## config.mk

```make
export PLATFORM = sky130hd
export DESIGN_NAME = sarc_top
export DESIGN_NICKNAME = d
export VERILOG_FILES = /design/src/rtl/sarc_pkg.sv /design/src/rtl/sarc_top.sv /design/src/rtl/sarc_clkdiv.sv /design/src/rtl/sarc_sar.sv
export SDC_FILE = /design/constraint.sdc
export NUM_CORES = 1
export LEC_CHECK = 0
export BUFFER_PORTS_ARGS = -buffer_cell sky130_fd_sc_hd__buf_2
export CORE_MARGIN = 2
export CORE_UTILIZATION = 55
export CTS_CLUSTER_DIAMETER = 50
export DETAILED_ROUTE_END_ITERATION = 10
export PLACE_DENSITY = 0.79
export SYNTH_ARGS = -nofsm -noshare
export SYNTH_HDL_FRONTEND = slang
export SYNTH_SLANG_ARGS = --single-unit
export TNS_END_PERCENT = 50
```

## constraint.sdc

```tcl
create_clock -name clk_in -period 6.5 [get_ports clk_in]
set_input_delay 0.65 -clock clk_in [delete_from_list [all_inputs] [get_ports clk_in]]
set_output_delay 0.65 -clock clk_in [all_outputs]
set_load 0.005 [all_outputs]
```

## src/rtl/sarc_pkg.sv

```systemverilog
// Contract
// - Converter runs only while enable bit set
// - Nine channels: eight inputs plus temperature
// - Pairs single-ended or differential, reset single-ended
// - Gain from config field, unity at reset
// - Conversion clock divided from system clock
// - Throughput never above one hundred ksps
// - One start source chosen by start field
// - Busy reads one throughout each conversion
// - Busy falling sets done flag bit five
// - Twelve-bit result left or right justified
// - Default mode tracks whenever not converting
// - Low-power mode tracks three SAR clocks first
// - External start: convert rising; low-power mode tracks while low
// - No tracking during chip standby or sleep
// - Start field: software, timer3, pin, timer2
// - SAR clock is system clock over field+1
// - Gain codes map 1,2,4,8,16,16,0.5,0.5
`default_nettype none

package sarc_pkg;

    // ------------------------------------------------------------
    // Register map
    // ------------------------------------------------------------
    localparam int ADDR_W = 3;
    localparam int DATA_W = 8;
    localparam logic [2:0] OFF_CTRL = 3'h0;
    localparam logic [2:0] OFF_CFG = 3'h1;
    localparam logic [2:0] OFF_CHSEL = 3'h2;
    localparam logic [2:0] OFF_PAIR = 3'h3;
    localparam logic [2:0] OFF_RES_HI = 3'h4;
    localparam logic [2:0] OFF_RES_LO = 3'h5;

    localparam int CTRL_EN_BIT = 7;
    localparam int CTRL_TM_BIT = 6;
    localparam int CTRL_DONE_BIT = 5;
    localparam int CTRL_BUSY_BIT = 4;
    localparam int CTRL_CM_LSB = 2;
    localparam int CTRL_LJ_BIT = 0;
    localparam int CFG_DIV_LSB = 3;
    localparam int CFG_GAIN_LSB = 0;

    localparam logic [7:0] RST_CTRL = 8'h00;
    localparam logic [7:0] RST_CFG = 8'hf8;
    localparam logic [3:0] RST_CHSEL = 4'h0;
    localparam logic [3:0] RST_PAIR = 4'h0;

    // ------------------------------------------------------------
    // Timing
    // ------------------------------------------------------------
    localparam int RES_BITS = 12;
    localparam int DIV_W = 5;
    localparam logic [1:0] TRACK_TICKS = 2'h3;
    localparam int CLK_PERIOD_NS = 10;
    localparam int MIN_CONV_PERIOD_NS = 10000;
    localparam int MIN_CONV_CYC =
        (MIN_CONV_PERIOD_NS + CLK_PERIOD_NS - 1) / CLK_PERIOD_NS;
    localparam int GAP_W = $clog2(MIN_CONV_CYC);

    // ------------------------------------------------------------
    // Types
    // ------------------------------------------------------------
    typedef enum logic [1:0] {
        START_SW = 2'b00,
        START_T3 = 2'b01,
        START_EXT = 2'b10,
        START_T2 = 2'b11
    } sarc_start_t;

    typedef enum logic [2:0] {
        GAIN_1 = 3'b000,
        GAIN_2 = 3'b001,
        GAIN_4 = 3'b010,
        GAIN_8 = 3'b011,
        GAIN_16 = 3'b100,
        GAIN_HALF = 3'b101
    } sarc_gain_t;

    typedef struct packed {
        logic enable;
        logic track;
        sarc_gain_t gain;
        logic temp_sel;
        logic diff;
        logic [2:0] ain_pos;
    } sarc_analog_t;

    // Field codes 10x and 11x each collapse onto a single gain.
    function automatic sarc_gain_t sarc_gain_decode(input logic [2:0] f);
        sarc_gain_t g;
        g = GAIN_1;
        if (f[2]) begin
            g = f[1] ? GAIN_HALF : GAIN_16;
        end else begin
            g = sarc_gain_t'(f);
        end
        return g;
    endfunction

endpackage

`default_nettype wire

```

## src/rtl/sarc_top.sv

```systemverilog
`default_nettype none

module sarc_top
    import sarc_pkg::*;
(
    // Clock and reset
    input wire logic clk_in,
    input wire logic rst_in,
    // Register port
    input wire logic [ADDR_W-1:0] addr_in,
    input wire logic [DATA_W-1:0] wdata_in,
    input wire logic wr_in,
    input wire logic rd_in,
    output logic [DATA_W-1:0] rdata_out,
    // Start sources and chip power state
    input wire logic timer3_ovf_in,
    input wire logic timer2_ovf_in,
    input wire logic external_convert_start_in,
    input wire logic standby_in,
    // Analog front end
    input wire logic comp_in,
    output sarc_analog_t analog_out,
    output logic [RES_BITS-1:0] dac_code_out,
    // Status
    output logic conversion_done_out
);

    typedef enum logic [1:0] {
        ST_IDLE = 2'b00,
        ST_TRACK = 2'b01,
        ST_CONV = 2'b10
    } sarc_state_t;

    // ------------------------------------------------------------
    // Registers
    // ------------------------------------------------------------
    logic en_reg, en_next;
    logic tm_reg, tm_next;
    logic done_reg, done_next;
    sarc_start_t cm_reg, cm_next;
    logic lj_reg, lj_next;
    logic [7:0] cfg_reg, cfg_next;
    logic [3:0] chsel_reg, chsel_next;
    logic [3:0] pair_reg, pair_next;
    logic [RES_BITS-1:0] result_reg, result_next;
    logic [DATA_W-1:0] rdata_reg, rdata_next;
    sarc_state_t state_reg, state_next;
    logic [1:0] trk_reg, trk_next;
    logic [GAP_W-1:0] gap_reg, gap_next;
    logic ext_prev_reg;
    sarc_analog_t analog_reg, analog_next;

    logic ctl_wr, busy, trig, accept, ext_rise, tick, sar_start, sar_done;
    logic [RES_BITS-1:0] sar_result;
    logic [7:0] res_hi, res_lo;
    logic [1:0] pair_idx;

    assign busy = (state_reg != ST_IDLE);
    assign ctl_wr = wr_in && (addr_in == OFF_CTRL);
    assign ext_rise = external_convert_start_in && !ext_prev_reg;

    // ------------------------------------------------------------
    // Control register and start selection
    // ------------------------------------------------------------
    always_comb begin
        en_next = en_reg;
        tm_next = tm_reg;
        cm_next = cm_reg;
        lj_next = lj_reg;
        if (ctl_wr) begin
            en_next = wdata_in[CTRL_EN_BIT];
            tm_next = wdata_in[CTRL_TM_BIT];
            cm_next = sarc_start_t'(wdata_in[CTRL_CM_LSB +: 2]);
            lj_next = wdata_in[CTRL_LJ_BIT];
        end
        // A write starts with the fields it carries.
        case (cm_next)
            START_SW: trig = ctl_wr && wdata_in[CTRL_BUSY_BIT];
            START_T3: trig = timer3_ovf_in;
            START_EXT: trig = ext_rise;
            default: trig = timer2_ovf_in;
        endcase
        accept = trig && en_next && !busy && (gap_reg == '0);
    end

    // ------------------------------------------------------------
    // Conversion sequencer
    // ------------------------------------------------------------
    always_comb begin
        state_next = state_reg;
        trk_next = trk_reg;
        sar_start = 1'b0;
        gap_next = (gap_reg != '0) ? gap_reg - 1'b1 : gap_reg;
        if (!en_next) begin
            state_next = ST_IDLE;
        end else begin
            case (state_reg)
                ST_IDLE: begin
                    if (accept) begin
                        gap_next = GAP_W'(MIN_CONV_CYC - 1);
                        trk_next = 2'h0;
                        if (tm_next && cm_next != START_EXT) begin
                            state_next = ST_TRACK;
                        end else begin
                            state_next = ST_CONV;
                            sar_start = 1'b1;
                        end
                    end
                end
                ST_TRACK: begin
                    if (tick) begin
                        trk_next = trk_reg + 2'h1;
                        if (trk_reg == TRACK_TICKS - 2'h1) begin
                            state_next = ST_CONV;
                            sar_start = 1'b1;
                        end
                    end
                end
                ST_CONV: begin
                    if (sar_done) begin
                        state_next = ST_IDLE;
                    end
                end
                default: state_next = ST_IDLE;
            endcase
        end
    end

    // ------------------------------------------------------------
    // Other registers, done flag and result
    // ------------------------------------------------------------
    always_comb begin
        cfg_next = cfg_reg;
        chsel_next = chsel_reg;
        pair_next = pair_reg;
        done_next = done_reg;
        result_next = result_reg;
        if (wr_in && addr_in == OFF_CFG) begin
            cfg_next = wdata_in;
        end
        if (wr_in && addr_in == OFF_CHSEL) begin
            chsel_next = wdata_in[3:0];
        end
        if (wr_in && addr_in == OFF_PAIR) begin
            pair_next = wdata_in[3:0];
        end
        if (ctl_wr) begin
            done_next = wdata_in[CTRL_DONE_BIT];
        end
        if (state_reg == ST_CONV && sar_done && en_next) begin
            done_next = 1'b1;
            result_next = sar_result;
        end
    end

    // Result bytes are justified as they are read.
    always_comb begin
        if (lj_reg) begin
            res_hi = result_reg[11:4];
            res_lo = {result_reg[3:0], 4'h0};
        end else begin
            res_hi = {4'h0, result_reg[11:8]};
            res_lo = result_reg[7:0];
        end
        rdata_next = '0;
        if (!rd_in) begin
            rdata_next = '0;
        end else if (addr_in == OFF_CTRL) begin
            rdata_next = {en_reg, tm_reg, done_reg, busy, cm_reg, 1'b0,
                lj_reg};
        end else if (addr_in == OFF_CFG) begin
            rdata_next = cfg_reg;
        end else if (addr_in == OFF_CHSEL) begin
            rdata_next = {4'h0, chsel_reg};
        end else if (addr_in == OFF_PAIR) begin
            rdata_next = {4'h0, pair_reg};
        end else if (addr_in == OFF_RES_HI) begin
            rdata_next = res_hi;
        end else if (addr_in == OFF_RES_LO) begin
            rdata_next = res_lo;
        end
    end

    // ------------------------------------------------------------
    // Analog controls
    // ------------------------------------------------------------
    assign pair_idx = chsel_reg[2:1];

    always_comb begin
        analog_next.enable = en_reg;
        analog_next.gain = sarc_gain_decode(cfg_reg[CFG_GAIN_LSB +: 3]);
        analog_next.temp_sel = chsel_reg[3];
        analog_next.diff = !chsel_reg[3] && pair_reg[pair_idx];
        analog_next.ain_pos = analog_next.diff ? {pair_idx, 1'b0}
            : chsel_reg[2:0];
        if (!en_reg || standby_in) begin
            analog_next.track = 1'b0;
        end else if (!tm_reg) begin
            analog_next.track = !busy;
        end else if (cm_reg == START_EXT) begin
            analog_next.track = !busy && !external_convert_start_in;
        end else begin
            analog_next.track = (state_reg == ST_TRACK);
        end
    end

    always_ff @(posedge clk_in or posedge rst_in) begin
        if (rst_in) begin
            en_reg <= RST_CTRL[CTRL_EN_BIT];
            tm_reg <= RST_CTRL[CTRL_TM_BIT];
            done_reg <= RST_CTRL[CTRL_DONE_BIT];
            cm_reg <= sarc_start_t'(RST_CTRL[CTRL_CM_LSB +: 2]);
            lj_reg <= RST_CTRL[CTRL_LJ_BIT];
            cfg_reg <= RST_CFG;
            chsel_reg <= RST_CHSEL;
            pair_reg <= RST_PAIR;
            result_reg <= '0;
            rdata_reg <= '0;
            state_reg <= ST_IDLE;
            trk_reg <= 2'h0;
            gap_reg <= '0;
            ext_prev_reg <= 1'b0;
            analog_reg <= '0;
        end else begin
            en_reg <= en_next;
            tm_reg <= tm_next;
            done_reg <= done_next;
            cm_reg <= cm_next;
            lj_reg <= lj_next;
            cfg_reg <= cfg_next;
            chsel_reg <= chsel_next;
            pair_reg <= pair_next;
            result_reg <= result_next;
            rdata_reg <= rdata_next;
            state_reg <= state_next;
            trk_reg <= trk_next;
            gap_reg <= gap_next;
            ext_prev_reg <= external_convert_start_in;
            analog_reg <= analog_next;
        end
    end

    sarc_clkdiv #(.W(DIV_W)) u_div (
        .clk_in(clk_in),
        .rst_in(rst_in),
        .run_in(busy),
        .div_in(cfg_reg[CFG_DIV_LSB +: DIV_W]),
        .tick_out(tick)
    );

    sarc_sar #(.BITS(RES_BITS)) u_sar (
        .clk_in(clk_in),
        .rst_in(rst_in),
        .start_in(sar_start),
        .abort_in(!en_next),
        .tick_in(tick),
        .comp_in(comp_in),
        .dac_code_out(dac_code_out),
        .result_out(sar_result),
        .done_out(sar_done)
    );

    assign rdata_out = rdata_reg;
    assign analog_out = analog_reg;
    assign conversion_done_out = done_reg;

    // ------------------------------------------------------------
    // Assertions
    // ------------------------------------------------------------
    property p_off_idle;
        @(posedge clk_in) disable iff (rst_in) !en_reg |-> !busy;
    endproperty
    a_off_idle: assert property (p_off_idle)
        else $error("converter busy while disabled");

    property p_temp;
        @(posedge clk_in) disable iff (rst_in)
        chsel_reg[3] |=> analog_out.temp_sel && !analog_out.diff;
    endproperty
    a_temp: assert property (p_temp)
        else $error("temperature channel not selected");

    property p_pair;
        @(posedge clk_in) disable iff (rst_in)
        (!chsel_reg[3] && pair_reg[chsel_reg[2:1]]) |=>
            analog_out.diff && !analog_out.ain_pos[0];
    endproperty
    a_pair: assert property (p_pair)
        else $error("differential pair not applied");

    property p_gain;
        @(posedge clk_in) disable iff (rst_in)
        (cfg_reg[2:1] == 2'b11) |=> analog_out.gain == GAIN_HALF;
    endproperty
    a_gain: assert property (p_gain)
        else $error("gain code 11x not half");

    property p_busy_end;
        @(posedge clk_in) disable iff (rst_in)
        (state_reg == ST_CONV && sar_done && en_next) |=> !busy && done_reg;
    endproperty
    a_busy_end: assert property (p_busy_end)
        else $error("done flag not set as busy fell");

    property p_track3;
        @(posedge clk_in) disable iff (rst_in)
        (state_reg == ST_IDLE && state_next == ST_TRACK) |=>
            (state_reg == ST_TRACK)[*3];
    endproperty
    a_track3: assert property (p_track3)
        else $error("tracking phase shorter than three clocks");

    property p_rate;
        @(posedge clk_in) disable iff (rst_in)
        accept |=> !accept [*8];
    endproperty
    a_rate: assert property (p_rate)
        else $error("conversions started too close together");

    property p_ignore;
        @(posedge clk_in) disable iff (rst_in)
        (state_reg == ST_CONV && trig && !sar_done && en_next) |=>
            state_reg == ST_CONV;
    endproperty
    a_ignore: assert property (p_ignore)
        else $error("trigger disturbed running conversion");

    property p_standby;
        @(posedge clk_in) disable iff (rst_in)
        standby_in |=> !analog_out.track;
    endproperty
    a_standby: assert property (p_standby)
        else $error("tracking during standby");

    property p_cont;
        @(posedge clk_in) disable iff (rst_in)
        (en_reg && !tm_reg && !standby_in && !busy) |=> analog_out.track;
    endproperty
    a_cont: assert property (p_cont)
        else $error("continuous tracking missing");

    c_done: cover property (@(posedge clk_in) $fell(busy) && done_reg);
    c_track: cover property (@(posedge clk_in) state_reg == ST_TRACK);
    c_ext: cover property (@(posedge clk_in) accept && ext_rise);
    c_drop: cover property (@(posedge clk_in) busy && trig);

endmodule

`default_nettype wire

```

## src/rtl/sarc_clkdiv.sv

```systemverilog
`default_nettype none

module sarc_clkdiv
    import sarc_pkg::*;
#(
    parameter int W = DIV_W
) (
    // Clock and reset
    input wire logic clk_in,
    input wire logic rst_in,
    // Control
    input wire logic run_in,
    input wire logic [W-1:0] div_in,
    // Tick
    output logic tick_out
);

    logic [W-1:0] cnt_reg;
    logic [W-1:0] cnt_next;

    // Counter restarts with every run so the first tick is a full period.
    always_comb begin
        if (!run_in || cnt_reg == div_in) begin
            cnt_next = '0;
        end else begin
            cnt_next = cnt_reg + 1'b1;
        end
    end

    always_ff @(posedge clk_in or posedge rst_in) begin
        if (rst_in) begin
            cnt_reg <= '0;
        end else begin
            cnt_reg <= cnt_next;
        end
    end

    assign tick_out = run_in && (cnt_reg == div_in);

endmodule

`default_nettype wire

```

## src/rtl/sarc_sar.sv

```systemverilog
`default_nettype none

module sarc_sar
    import sarc_pkg::*;
#(
    parameter int BITS = RES_BITS
) (
    // Clock and reset
    input wire logic clk_in,
    input wire logic rst_in,
    // Control
    input wire logic start_in,
    input wire logic abort_in,
    input wire logic tick_in,
    input wire logic comp_in,
    // Results
    output logic [BITS-1:0] dac_code_out,
    output logic [BITS-1:0] result_out,
    output logic done_out
);

    logic [BITS-1:0] code_reg, code_next;
    logic [BITS-1:0] mask_reg, mask_next;
    logic [BITS-1:0] res_reg, res_next;
    logic active_reg, active_next;
    logic done_reg, done_next;
    logic [BITS-1:0] kept;

    // One bit is decided per SAR clock, most significant first.
    always_comb begin
        code_next = code_reg;
        mask_next = mask_reg;
        res_next = res_reg;
        active_next = active_reg;
        done_next = 1'b0;
        kept = comp_in ? code_reg : (code_reg & ~mask_reg);
        if (abort_in) begin
            active_next = 1'b0;
            code_next = '0;
        end else if (start_in) begin
            mask_next = {1'b1, {(BITS-1){1'b0}}};
            code_next = {1'b1, {(BITS-1){1'b0}}};
            active_next = 1'b1;
        end else if (active_reg && tick_in) begin
            mask_next = mask_reg >> 1;
            code_next = kept | (mask_reg >> 1);
            if (mask_reg[0]) begin
                active_next = 1'b0;
                res_next = kept;
                done_next = 1'b1;
            end
        end
    end

    always_ff @(posedge clk_in or posedge rst_in) begin
        if (rst_in) begin
            code_reg <= '0;
            mask_reg <= '0;
            res_reg <= '0;
            active_reg <= 1'b0;
            done_reg <= 1'b0;
        end else begin
            code_reg <= code_next;
            mask_reg <= mask_next;
            res_reg <= res_next;
            active_reg <= active_next;
            done_reg <= done_next;
        end
    end

    assign dac_code_out = code_reg;
    assign result_out = res_reg;
    assign done_out = done_reg;

endmodule

`default_nettype wire

```

==> results_dict.tcl <==
set metrics [dict create \
    status "finished clean" \
    synth_top_family_by_area "simple AND/OR/NAND/NOR gates" \
    holdBufCountCts 0 \
    netlist.area_leader.share 0.521 \
    internal_power_w 0.000970 \
    hpwl_um 7080 \
    path_buf_inv 0 \
    wire_per_inst_um 16.2 \
    fmax_mhz 279 \
    diodes 0 \
    clock_sinks 110 \
    synth-adder-area-share 0.00744 \
    p_switching_w 0.000362 \
    area_delta_synth_final_pct 10.2 \
    yosys.area.top_type "dfrtp_1" \
    drive_above_1_share 0.210 \
    nFillCells 703 \
    ant_nets 0 \
    period_share 0.552 \
    drt_iter0_markers 177 \
    grt_pass1_vias 3341 \
    synth.distinct_cells 50 \
    hold_slack_ns 0.280 \
    dp_cells 611 \
    synth_ff_type "dfrtp_1" \
    postCtsSetupBuffers 0 \
    synth-edff-count 0 \
    synth_xor_area_frac 0.0243 \
    clock_latency_ns 0.37 \
    yosysSeqAreaShare 0.547 \
    fin_ws_ns 2.91 \
    final_cell_count_no_fill 627 \
    ys.warnings.count 0 \
    worst_pin_slew_ns 1.04 \
    die_h_um 99.8 \
    r2r-end "u_sar.mask_reg[11]$_DFFE_PP0P_" \
    slowest_stage "o21ai_1" \
    synth-simple-area-share 0.142 \
    fin_nets 537 \
    ff_latch_area_mm2 0.00276 \
    timing.slew.headroom 0.305 \
    firstDrtPassIters 4 \
    cts_tree "yes" \
    die_x_um 99.8 \
    synth_compound_area_frac 0.105 \
    drc 0 \
    rows 34 \
    rsz0062_at_grt "no" \
    critPathMaxFanout 15 \
    crit_top_cell "or3_1" \
    dieArea_mm2 0.00995 \
    coreArea_mm2 0.00881 \
    ir_worst_vdd_mv 0.131 \
    cp-start-kind "register" \
    finalHoldViolations 0 \
    postSynthCellCount 471 \
    clockRootBuffer "clkbuf_8" \
    initial_core_util 0.573 \
    clockPowerShare 0.296 \
    path_clk_slew_ns 0.11 \
    clock_skew_ns 0.0148 \
    path_delay_family "compound AO/OA/AOI/OAI gates" \
    grt_pass1_wl_um 16500 \
    cp.required_ns 6.79 \
    cap_violations 0 \
    cts_made_buffers 9 \
    end_kind "register" \
    overflow 0 \
    rr_worst_depth 6 \
    async_flop_share 1.00 \
    hold_path_class "input port to async pin" \
    synthTopCellsByArea "dfrtp_1 (52%), mux2i_1 (6.7%), mux2_2 (5.1%)" \
    pre_cts_slack_ns 2.81 \
    vias 3568 \
    reg2reg_from "gap_reg[3]$_DFF_PP0_" \
    multiInputGateArea_mm2 0.00206 \
    p_per_area_mw_per_mm2 240 \
    cts_resized 0 \
    swShare 0.272 \
    gp_congestion 0.913 \
    p_leak_nw 2.48 \
    routed_wl_um 10200 \
    arrival_ns 3.88 \
    power_frac_comb 0.119 \
    setup_viol 0 \
    grt_max_degree 74 \
    syn_nets 494 \
    cts_buffer_depth 2 \
    muxShareOfSynthArea 0.128 \
    antenna_found_initial 0 \
    syn_area_mm2 0.00504 \
    viasPerCell 5.69 \
    cp_cell_sequence "or4_4 > or3_1 > or3_1 > a2111o_1 > o21ai_1 > o21bai_1" \
    pin_count 51 \
    post-route-util 0.631 \
    ys_ff_latch 110 \
    numPortBuffers 50 \
    htreeDepth 3 \
    max_stage_delay_ns 0.88 \
    avgSynthCellArea_um2 10.7 \
    seqPwrFrac 0.584 \
    period_minus_slack_ns 3.59 \
    grt_use_total 0.212 \
    critPathKind "register to register" \
    drv_slew 0 \
    finalSetupTns_ns 0 \
    r2r_slack_ns 2.91 \
]
[cell usage after synthesis, drive strengths merged (2+ instances only)]
cell type / count
o21ai: 38
a31o: 2
nand2: 52
nor3: 8
a32oi: 3
nand3: 8
nor2b: 18
nand2b: 7
dfstp: 5
or3: 4
nor4b: 2
inv: 35
xor2: 6
a21oi: 8
nand3b: 4
and3: 2
clkbuf: 16
nor2: 29
dfrtp: 105
a22oi: 13
mux2i: 34
nor3b: 2
buf: 7
o211ai: 2
xnor2: 8
mux2: 23
ha: 3
o221ai: 3
and2: 5
mux4: 2
o21bai: 2
[worst max path at each step]
stage / start / to / slack (ns) / cells after the start
4_1_cts: gap_reg[3]$_DFF_PP0_ / u_sar.mask_reg[11]$_DFFE_PP0P_ / 2.95 / 6
3_5_place_dp: addr_in[0] / u_sar.mask_reg[11]$_DFFE_PP0P_ / 2.81 / 8
2_1_floorplan: rst_in / analog_out[0]$_DFF_PP0_ / 2.96 / 1
5_1_grt: gap_reg[3]$_DFF_PP0_ / u_sar.mask_reg[10]$_DFFE_PP0P_ / 2.73 / 6
6_report: gap_reg[3]$_DFF_PP0_ / u_sar.mask_reg[11]$_DFFE_PP0P_ / 2.91 / 6
3_3_place_gp: addr_in[0] / u_sar.mask_reg[11]$_DFFE_PP0P_ / 2.88 / 8
[cell families after synthesis]
logic type,count (synthesis)
muxes,59
DFF,110
adders and majority gates,3
and+or+nand+nor,147
xor gates and xnor gates,14
buffers and inverters,58
AOI/OAI and AO/OA,80
[power by group through the flow]
stage / sequential, W / combinational (W) / clock [W]
detailed placement: 0.000792 / 0.000160 / 0
global placement: 0.000790 / 0.000156 / 0
floorplan: 0.000777 / 0.000112 / 0
finish: 0.000778 / 0.000159 / 0.000395
CTS: 0.000778 / 0.000161 / 0.000397
global route: 0.000785 / 0.000176 / 0.000425
[layout make-up]
| class | count | share of cell area |
|---|---|---|
| clock buffers | 10 | 0.0248 |
| multi-input cells | 303 | 0.370 |
| well taps | 108 | 0.0243 |
| clock inverters | 6 | 0.00833 |
| flip-flops and latches | 110 | 0.497 |
| repair buffers | 55 | 0.0518 |
| inverters | 35 | 0.0241 |
[stage by stage]
stage                     instance area [µm²]  total power (W)
after floorplan                          5040         0.000889
after global placement                   5370         0.000947
after detailed placement                 5370         0.000952
after CTS                                5560          0.00134
after global routing                     5560          0.00139
final                                    5560          0.00133
[layer usage]
metal / track usage / vias up / wire length (µm)
met5: 0 / - / 0
met4: 0.0790 / 0 / 127
met3: 0.0429 / 9 / 532
met2: 0.326 / 109 / 4830
met1: 0.302 / 1753 / 4670
li1: - / 1697 / -
[worst reg2reg max path, stage by stage (launching register included)]
cell and delay, ns:
dfrtp_1 0.43, or4_4 0.55, or3_1 0.33, or3_1 0.50, a2111o_1 0.60, o21ai_1 0.88
o21bai_1 0.22
[cells in the final DEF (no fill, tap or decap), types with 6 or more instances in the layout]
| cell type | n |
|---|---|
| dfrtp_1 | 105 |
| nand2_1 | 52 |
| buf_2 | 50 |
| o21ai_0 | 37 |
| mux2i_1 | 34 |
| inv_1 | 34 |
| nor2_1 | 29 |
| mux2_2 | 23 |
| nor2b_1 | 18 |
| a22oi_1 | 13 |
| clkbuf_8 | 10 |
| nand3_1 | 8 |
| xnor2_1 | 8 |
| nor3_1 | 8 |
| a21oi_1 | 8 |
| nand2b_1 | 7 |
| xor2_1 | 6 |
(Power assumes the default switching activity.)
